## config.mk

```make
export PLATFORM = sky130hd
export DESIGN_NAME = pimc_regs
export DESIGN_NICKNAME = d
export VERILOG_FILES = /design/src/shared/pimc_pkg.sv /design/src/rtl/pimc_regs.sv
export SDC_FILE = /design/constraint.sdc
export NUM_CORES = 1
export LEC_CHECK = 0
export ABC_AREA = 1
export BUFFER_PORTS_ARGS = -buffer_cell sky130_fd_sc_hd__buf_4
export CAP_MARGIN = 10
export CELL_PAD_IN_SITES_DETAIL_PLACEMENT = 1
export CELL_PAD_IN_SITES_GLOBAL_PLACEMENT = 1
export CORE_UTILIZATION = 31
export DETAILED_ROUTE_END_ITERATION = 6
export HOLD_SLACK_MARGIN = 0.08
export PLACE_DENSITY_LB_ADDON = 0.1
export SYNTH_ARGS = -nofsm -noshare
export SYNTH_HDL_FRONTEND = slang
export SYNTH_SLANG_ARGS = --single-unit
export TNS_END_PERCENT = 1
```

## constraint.sdc

```tcl
create_clock -name aclk -period 2.2 [get_ports aclk]
set_input_delay 0.22 -clock aclk [delete_from_list [all_inputs] [get_ports aclk]]
set_output_delay 0.22 -clock aclk [all_outputs]
set_load 0.01 [all_outputs]
```

## src/shared/pimc_pkg.sv

```systemverilog
package pimc_pkg;
	localparam logic [5:0] PIMC_IDX_CTRL3 = 6'h05;
	localparam logic [5:0] PIMC_IDX_RXLEN = 6'h06;
	localparam logic [5:0] PIMC_IDX_CTRL4 = 6'h07;
	localparam logic [5:0] PIMC_IDX_STAT = 6'h10;
	localparam logic [5:0] PIMC_IDX_XMASK = 6'h11;
	localparam logic [7:0] PIMC_CTRL3_RST = 8'h06;
	localparam logic [7:0] PIMC_CTRL4_RST = 8'h08;
	localparam logic [7:0] PIMC_XMASK_RST = 8'h00;
	localparam logic [7:0] PIMC_CTRL3_WMASK = 8'hF7;
	localparam int PIMC_B_CMP_LO = 4;
	localparam int PIMC_B_SEC = 2;
	localparam int PIMC_B_BUF = 1;
	localparam int PIMC_B_WAKE = 0;
	localparam int PIMC_B_TMR2 = 5;
	localparam int PIMC_B_GMASK = 7;
	localparam int PIMC_B_T3ABT = 6;
	localparam int PIMC_B_PANC = 5;
	localparam int PIMC_B_CCA_LO = 3;
	localparam int PIMC_B_LOAD = 2;
	localparam int PIMC_B_PROM = 1;
	localparam int PIMC_B_T2P = 0;
	localparam logic [6:0] PIMC_LEN_MIN = 7'h05;
	localparam logic [6:0] PIMC_LEN_MAX = 7'h7F;
	localparam logic [1:0] PIMC_RESP_OKAY = 2'h0;

	typedef enum logic [1:0] {
		PIMC_CCA_ED = 2'b00,
		PIMC_CCA_M1 = 2'b01,
		PIMC_CCA_M2 = 2'b10,
		PIMC_CCA_M3 = 2'b11
	} pimc_cca_t;

	typedef struct packed {
		logic aw_full;
		logic [5:0] aw_idx;
		logic w_full;
		logic [7:0] w_data;
		logic w_lane0;
		logic awready;
		logic wready;
		logic bvalid;
		logic arready;
		logic rvalid;
		logic [7:0] rdata;
		logic [7:0] ctrl3;
		logic [7:0] ctrl4;
		logic [7:0] xmask;
		logic [7:0] status;
		logic [6:0] rxlen;
		logic len_ok;
		logic load_p;
		logic t2p_eq;
		logic irq_n;
	} pimc_state_t;
endpackage

```

## src/rtl/pimc_regs.sv

```systemverilog
`timescale 1ns/10ps
module pimc_regs
	import pimc_pkg::*;
(
	input wire logic aclk,
	input wire logic aresetn,
	input wire logic [31:0] s_axi_awaddr,
	input wire logic s_axi_awvalid,
	output logic s_axi_awready,
	input wire logic [31:0] s_axi_wdata,
	input wire logic [3:0] s_axi_wstrb,
	input wire logic s_axi_wvalid,
	output logic s_axi_wready,
	output logic [1:0] s_axi_bresp,
	output logic s_axi_bvalid,
	input wire logic s_axi_bready,
	input wire logic [31:0] s_axi_araddr,
	input wire logic s_axi_arvalid,
	output logic s_axi_arready,
	output logic [31:0] s_axi_rdata,
	output logic [1:0] s_axi_rresp,
	output logic s_axi_rvalid,
	input wire logic s_axi_rready,
	input wire logic [3:0] timer_match,
	input wire logic [15:0] event_timer_low,
	input wire logic [15:0] secondary_compare_two,
	input wire logic security_done,
	input wire logic buffer_error,
	input wire logic wake_event,
	input wire logic rx_len_strobe,
	input wire logic [6:0] rx_len_in,
	output logic irq_n,
	output logic timer_three_abort_en,
	output logic pan_coordinator_first,
	output logic [1:0] channel_assess_type,
	output logic promiscuous_en,
	output logic frame_length_ok,
	output logic event_timer_load
);
	pimc_state_t s_q;
	pimc_state_t s_d;
	logic [7:0] ev_set;
	logic [7:0] ev_clr;
	logic [7:0] eff_mask;
	logic [5:0] ar_idx;
	logic t2p_eq_now;
	logic do_write;

	function automatic logic [7:0] rd_mux(input logic [5:0] idx, input pimc_state_t s);
		logic [7:0] v;
		v = 8'h00;
		case (idx)
			PIMC_IDX_CTRL3: v = s.ctrl3;
			PIMC_IDX_RXLEN: v = {1'b0, s.rxlen};
			PIMC_IDX_CTRL4: v = s.ctrl4 & ~(8'h01 << PIMC_B_LOAD);
			PIMC_IDX_STAT: v = s.status;
			PIMC_IDX_XMASK: v = s.xmask;
			default: v = 8'h00;
		endcase
		return v;
	endfunction

	always_comb
	begin
		s_d = s_q;
		ev_set = 8'h00;
		ev_clr = 8'h00;
		ar_idx = s_axi_araddr[7:2];
		s_d.load_p = 1'b0;
		// equality is edge-detected so a held match does not refill a flag just read clear
		t2p_eq_now = (event_timer_low == secondary_compare_two);
		s_d.t2p_eq = t2p_eq_now;

		if (s_axi_awvalid && s_q.awready)
		begin
			s_d.aw_full = 1'b1;
			s_d.aw_idx = s_axi_awaddr[7:2];
		end
		if (s_axi_wvalid && s_q.wready)
		begin
			s_d.w_full = 1'b1;
			s_d.w_data = s_axi_wdata[7:0];
			s_d.w_lane0 = s_axi_wstrb[0];
		end
		do_write = s_q.aw_full && s_q.w_full && !s_q.bvalid;
		if (s_q.bvalid && s_axi_bready)
			s_d.bvalid = 1'b0;
		if (do_write)
		begin
			s_d.aw_full = 1'b0;
			s_d.w_full = 1'b0;
			s_d.bvalid = 1'b1;
			if (s_q.w_lane0)
			begin
				case (s_q.aw_idx)
					PIMC_IDX_CTRL3: s_d.ctrl3 = s_q.w_data & PIMC_CTRL3_WMASK;
					PIMC_IDX_CTRL4:
					begin
						s_d.ctrl4 = s_q.w_data & ~(8'h01 << PIMC_B_LOAD);
						// stored bit is always zero, so any one written is a rising edge
						s_d.load_p = s_q.w_data[PIMC_B_LOAD];
					end
					PIMC_IDX_XMASK: s_d.xmask = s_q.w_data & PIMC_CTRL3_WMASK;
					default: s_d.xmask = s_q.xmask;
				endcase
			end
		end

		if (s_q.rvalid && s_axi_rready)
			s_d.rvalid = 1'b0;
		if (s_axi_arvalid && s_q.arready)
		begin
			s_d.rvalid = 1'b1;
			s_d.rdata = rd_mux(ar_idx, s_q);
			if (ar_idx == PIMC_IDX_STAT)
				ev_clr = 8'hFF;
		end

		// flags set regardless of any mask; masks only act on the request line
		ev_set[7:4] = timer_match & s_q.ctrl3[7:4];
		ev_set[PIMC_B_TMR2] = ev_set[PIMC_B_TMR2]
			| (s_q.ctrl4[PIMC_B_T2P] && t2p_eq_now && !s_q.t2p_eq);
		ev_set[PIMC_B_SEC] = security_done;
		ev_set[PIMC_B_BUF] = buffer_error;
		ev_set[PIMC_B_WAKE] = wake_event;
		// set beats read-clear so an event in the read cycle survives
		s_d.status = (s_q.status & ~ev_clr) | ev_set;

		eff_mask = s_q.xmask | {4'h0, 1'b0, s_q.ctrl3[2:0]};
		s_d.irq_n = !((|(s_d.status & ~eff_mask)) && !s_q.ctrl4[PIMC_B_GMASK]);

		if (rx_len_strobe)
		begin
			s_d.rxlen = rx_len_in;
			s_d.len_ok = (rx_len_in >= PIMC_LEN_MIN) && (rx_len_in <= PIMC_LEN_MAX);
		end

		s_d.awready = !s_d.aw_full && !s_d.bvalid;
		s_d.wready = !s_d.w_full && !s_d.bvalid;
		s_d.arready = !s_d.rvalid;
	end

	always_ff @(posedge aclk)
	begin
		if (!aresetn)
		begin
			s_q <= '0;
			s_q.ctrl3 <= PIMC_CTRL3_RST;
			s_q.ctrl4 <= PIMC_CTRL4_RST;
			s_q.xmask <= PIMC_XMASK_RST;
			s_q.irq_n <= 1'b1;
		end
		else
			s_q <= s_d;
	end

	assign s_axi_awready = s_q.awready;
	assign s_axi_wready = s_q.wready;
	assign s_axi_bvalid = s_q.bvalid;
	assign s_axi_bresp = PIMC_RESP_OKAY;
	assign s_axi_arready = s_q.arready;
	assign s_axi_rvalid = s_q.rvalid;
	assign s_axi_rdata = {24'h000000, s_q.rdata};
	assign s_axi_rresp = PIMC_RESP_OKAY;
	assign irq_n = s_q.irq_n;
	assign timer_three_abort_en = s_q.ctrl4[PIMC_B_T3ABT];
	assign pan_coordinator_first = s_q.ctrl4[PIMC_B_PANC];
	assign channel_assess_type = s_q.ctrl4[PIMC_B_CCA_LO +: 2];
	assign promiscuous_en = s_q.ctrl4[PIMC_B_PROM];
	assign frame_length_ok = s_q.len_ok;
	assign event_timer_load = s_q.load_p;
endmodule

```

==> metrics, run 1 <==
Crit path arrival time=1.91 ns; fillers=1427; DR vias=3276; Max stage delay cell, worst path=dfxtp_1; CTS buffer count=9; Yosys top cell by area=dfxtp_1; P&R area growth vs syn=24.4%; Period Utilization, post-route=73.7%; most used cell, CP=nor2_1; startpoint class of the critical path=flip-flop; Antenna Diode Count=0; GRT met2 Usage=28.9%; CP Capture Type=flip-flop; routability cong.=0.747; Worst Path Required=2.49 ns; layout cell share with drive strength beyond 1=23.2%; Max stage delay on crit path=0.36 ns; Primary FF master, synth=dfxtp_1; Avg Cell Area, Syn=6.97 um^2; Crit Reg-Reg Endpoint=irq_n; worst skew pair latency=0.35 ns; # rows=38; post-layout min period=1.62 ns; hold_buf cts=0; DRC errors left=0; boundary pin count=203; final non-filler cell total=730; Slew @ Worst Pin=0.628 ns; RSZ-0062 raised after global routing=no; clock root cell=clkbuf_8; met3 usage in global routing=4.10%; cell family with most CP delay=simple AND/OR/NAND/NOR gates; Synth async-reset ratio=0%; worst path bufs/invs=1; Hold Crit Start=buffer_error; Syn Std Cell Area=3490 um^2; CTS tree=yes; Worst Path Max Fanout=10; Post-synth EDFFs=0; endpoints failing hold=0; Synth top area share=40.2%; Final WS setup=0.579 ns; number of global-route vias before repair=3213; LEAKAGE=2.08 nW; first-pass GRT wire length=15200 um; Initial Util=32.0%; TNS Setup=0 ns; largest net degree at the start of global routing=44; Placed Cells=714; busiest layer in global routing=met2; worst r2r src=s_axi_arready; synth warn=0; fmax=617 MHz; status=completed; Final Max Tran Viols=0; worst reg2reg path depth=8; total track usage=16.9%; Clock transition at path regs=0.08 ns; max-cap violation count=0; cell chain of the critical path=nand2_2 > inv_2 > nand3_2 > a21oi_1 > nor2_1 > nor2_1 > nand3_1 > nand2_1; Pre-Repair DR Iteration Count=4; die footprint=11700 um^2; Hold Path Stages=3; clk buf depth=2; Clock Sinks=70; Hold WS=0.0993 ns; Cell variety after synth=37; hold path endpoint=s_q[12]; die height=108 um; endpoints failing setup=0; DRT Wirelength=9370 um; post-synthesis sequential area ratio=40.2%; Setup WS pre-CTS=0.584 ns; most common cell after layout, fill and taps aside=nand2_1; Core ar.=10900 um^2; Worst Setup Path Type=reg2reg; DP Wirelength=7250 um; internal reg-to-reg setup slack=0.58 ns; wire per inst=12.8 um; relative max-transition margin=57.9%; CTS resizes=0; synthesis-stage register bit count=70; maximum VDD drop=0.322 mV; main area contributors after synthesis=dfxtp_1 (40%), nand2_1 (13%), buf_4 (8.2%); postcts setup bufs=0; clock skew=0.0103 ns; Overflow after GRT=0; Tightest Hold Check Type=in2reg; H-tree depth=3; Cell Pwr Density=633 nW/um^2; PortBufs=95; Mapped Cells=500; nets@finish=739; Die Wd=108 um; commonest cells after routing, fill and taps aside=nand2_1 (117), buf_4 (97), dfxtp_1 (70), nor2_1 (63), inv_1 (60); initial antenna violation count=0; DRT iter0 DRCs=81; met1 GRT Util=21.2%; Antenna Nets Post-Route=0; Vias/cell=4.49
[worst reg2reg max path, delay by kind of cell (launching register included)]
kind | cells | cell delay (ns)
simple gates | 6 | 0.76
flops | 1 | 0.36
compound gates | 1 | 0.25
buf+inv | 1 | 0.20
[sequential cells by signal (all words and copies together) (netlist names)]
signal / flops
frame_length_ok: 1
timer_three_abort_en: 1
pan_coordinator_first: 1
s_axi_rvalid: 1
s_axi_awready: 1
s_axi_wready: 1
s_q: 49
promiscuous_en: 1
s_axi_rdata: 8
irq_n: 1
s_axi_arready: 1
channel_assess_type: 2
s_axi_bvalid: 1
event_timer_load: 1
[cell usage after synthesis (all sizes together) (2+ instances only)]
library cell / count
a21oi: 49
o211ai: 2
buf: 40
nor3: 5
nor2: 67
o21ai: 40
nand4: 4
nand3: 9
nand2: 118
inv: 65
clkinv: 2
dfxtp: 70
nor4: 3
clkbuf: 10
a211oi: 5
a31oi: 6
[worst max path at each step]
stage / cells past startpoint / slack [ns] / from / to
4_1_cts: 8 / 0.56 / s_axi_arready / irq_n
2_1_floorplan: 8 / 0.94 / s_axi_arready / irq_n
6_report: 8 / 0.58 / s_axi_arready / irq_n
5_1_grt: 10 / 0.43 / s_axi_arready / irq_n
3_5_place_dp: 10 / 0.58 / s_axi_arready / irq_n
3_3_place_gp: 10 / 0.60 / s_axi_arready / irq_n
[stage by stage]
stage	area (um^2)	total power [mW]	utilization [%]
floorplan	3590	1.59	-
global placement	4140	1.72	38.0
detailed placement	4140	1.74	38.0
CTS	4340	2.79	39.8
global route	4340	2.89	39.8
finish	4340	2.75	39.8
[per-layer routing]
layer	share of wire (%)	wire, um	vias to the layer above
met2	47	4390	83
li1	-	-	1687
met1	48	4470	1499
met3	4.5	424	7
met4	0.97	91	0
met5	0	0	-
[cells by family (layout without fill, tap and decap cells)]
group	Yosys count	after routing	share of synthesized area, %
and+or+nand+nor	207	207	25.2
buffers and inverters	117	180	17.5
AOI/OAI and AO/OA	104	104	16.8
DFF	70	70	40.2
other	1	28	0.108
xor gates and xnor gates	1	1	0.251
[layout make-up]
type	instances	area, um^2	area share [%]
well taps	140	175	4.04
inverters	67	256	5.91
multi-input cells	340	1580	36.3
repair buffers	97	728	16.8
clock inverters	5	58.8	1.36
clock buffers	11	141	3.26
flip-flops and latches	70	1400	32.3
[report_power, final]
part | total (mW) | internal (mW) | switching, mW | leakage (nW)
Clock | 1.05 | 0.555 | 0.491 | 0.0955
Sequential | 1.35 | 1.32 | 0.0285 | 0.572
Combinational | 0.356 | 0.162 | 0.194 | 1.42
Total | 2.75 | 2.03 | 0.714 | 2.08
(Power assumes the default switching activity.)
==> run 2: changes to the inputs <==
Settings changed: CORE_UTILIZATION 31 to 29.
Clock period 2.2 ns to 1.6 ns, I/O delays scaled along.
==> metrics, run 2 (synthesis results as in run 1) <==
status=complete, but fails checks (was completed); violated checks=DRC; post-layout min period=1.38 ns (was 1.62 ns); largest net degree at the start of global routing=33 (was 44); first-pass GRT wire length=16000 um (was 15200 um); number of global-route vias before repair=3389 (was 3213); LEAKAGE=2.18 nW (was 2.08 nW); worst r2r src=s_axi_arready (unchanged); maximum VDD drop=0.386 mV (was 0.322 mV); CP Capture Type=flip-flop (unchanged); Clock transition at path regs=0.05 ns (was 0.08 ns); internal reg-to-reg setup slack=0.22 ns (was 0.58 ns); Antenna Nets Post-Route=0 (unchanged); PortBufs=95 (unchanged); routability cong.=0.740 (was 0.747); DRT Wirelength=9680 um (was 9370 um); fmax=726 MHz (was 617 MHz); nets@finish=751 (was 739); startpoint class of the critical path=flip-flop (unchanged); DRC errors left=7 (was 0); fillers=1481 (was 1427); die height=112 um (was 108 um); met2 wire len=4590 um (was 4390 um); CTS buffer count=9 (unchanged); postcts setup bufs=0 (unchanged); Vias/cell=4.47 (was 4.49); Tightest Hold Check Type=in2reg (unchanged); Period Utilization, post-route=86.1% (was 73.7%); DP Wirelength=7460 um (was 7250 um); CTS tree=yes (unchanged); Die Wd=112 um (was 108 um); commonest cells after routing, fill and taps aside=nand2_1 (116), buf_4 (103), dfxtp_1 (70), nor2_1 (63), inv_1 (60) (was nand2_1 (117), buf_4 (97), dfxtp_1 (70), nor2_1 (63), inv_1 (60)); Crit path arrival time=1.65 ns (was 1.91 ns); Largest Register=s_q (unchanged); clk buf depth=2 (unchanged); Final Max Tran Viols=0 (unchanged); # rows=39 (was 38); Hold WS=0.0888 ns (was 0.0993 ns); met3 routed WL=484 um (was 424 um); TNS Setup=0 ns (unchanged); Clock Sinks=70 (unchanged); initial antenna violation count=0 (unchanged); DR vias=3320 (was 3276); Initial Util=30.2% (was 32.0%); Final WS setup=0.223 ns (was 0.579 ns); most common cell after layout, fill and taps aside=nand2_1 (unchanged); total track usage=16.4% (was 16.9%); layout cell share with drive strength beyond 1=23.7% (was 23.2%); boundary pin count=203 (unchanged); Pre-Repair DR Iteration Count=7 (was 4); clock skew=0.00605 ns (was 0.0103 ns); DRT iter0 DRCs=109 (was 81); Final Cell Area=4520 um^2 (was 4340 um^2); met1 wire length=4470 um (about the same); worst reg2reg path depth=10 (was 8); die footprint=12500 um^2 (was 11700 um^2); endpoints failing hold=0 (unchanged); worst skew pair latency=0.33 ns (was 0.35 ns); Cell Pwr Density=917 nW/um^2 (was 633 nW/um^2); Worst Path Max Fanout=8 (was 10); Overflow after GRT=0 (unchanged); wire per inst=13.0 um (was 12.8 um); Core ar.=11600 um^2 (was 10900 um^2); final core utilization=39.0% (was 39.8%); Crit. Startpoint=s_axi_arready (unchanged); crit path to=irq_n (unchanged); Worst Setup Path Type=reg2reg (unchanged); max-cap violation count=0 (unchanged); endpoints failing setup=0 (unchanged); Highest Signal Layer=met4 (unchanged); RSZ-0062 raised after global routing=no (unchanged); Antenna Diode Count=0 (unchanged); Crit Reg-Reg Endpoint=irq_n (unchanged); P&R area growth vs syn=29.5% (was 24.4%); clock root cell=clkbuf_16 (was clkbuf_8); Setup WS pre-CTS=0.0968 ns (was 0.584 ns); Worst Path Required=1.88 ns (was 2.49 ns); placed instance area=4210 um^2 (was 4140 um^2); max reg flops=49 (unchanged); H-tree depth=3 (unchanged)
## run 2: cell count changes in the layout (fill, tap and decap cells not counted), moves of 2 or more
cell / delta
clkbuf_8: -9
buf_4: +6
clkinvlp_4: -2
clkbuf_16: +9
dlygate4sd3_1: +5
## run 2: cell type report
| type | count | area, um^2 | share of cell area, % |
|---|---|---|---|
| Inverter | 67 | 256 | 5.68 |
| Timing Repair Buffer | 109 | 843 | 18.7 |
| Sequential cell | 70 | 1400 | 31.0 |
| Multi-Input combinational cell | 340 | 1580 | 35.0 |
| Tap cell | 143 | 179 | 3.96 |
| Clock inverter | 2 | 10.0 | 0.222 |
| Clock buffer | 12 | 246 | 5.46 |
## run 2: metal layers
metal | track usage, % | up-vias
li1 | - | 1706
met5 | 0 | -
met1 | 19.6 | 1518
met4 | 5.50 | 0
met3 | 4.79 | 14
met2 | 27.9 | 82
## run 2: per-stage QoR
stage,cells,total power [mW]
finish,743,4.14
global route,743,4.34
CTS,743,4.20
detailed placement,724,2.40
global placement,724,2.38
floorplan,527,2.19
## run 2: how the worst min path moves through the flow
stage | cells past startpoint | startpoint | end | slack [ns]
3_5_place_dp | 3 | buffer_error | s_q[12] | 0.40
3_3_place_gp | 3 | buffer_error | s_q[12] | 0.39
4_1_cts | 3 | rx_len_in[5] | s_q[9] | 0.08
6_report | 3 | rx_len_in[5] | s_q[9] | 0.09
5_1_grt | 3 | s_axi_wdata[3] | s_q[60] | 0.11
2_1_floorplan | 2 | buffer_error | s_q[12] | 0.29
## run 2: critical path, stage by stage, from the launching register on
cell     delay, ns
dfxtp_1       0.34
nand2_2       0.06
inv_2         0.09
nand3_2       0.20
nand2_1       0.14
nand2_1       0.08
nand2_1       0.08
nand2_1       0.05
nor2_1        0.11
nand3_1       0.09
nand2_1       0.07
## run 2: where the power goes
part	internal, mW	total (mW)	switching (mW)
Sequential	1.81	1.85	0.0364
Combinational	0.240	0.517	0.276
Clock	1.07	1.78	0.707
## run 2: what timing repair did
action                                 CTS  global route
setup endpoints to repair                0             2
hold buffers                             5             0
endpoints found under the hold margin    5             0
resized for setup                        0             1
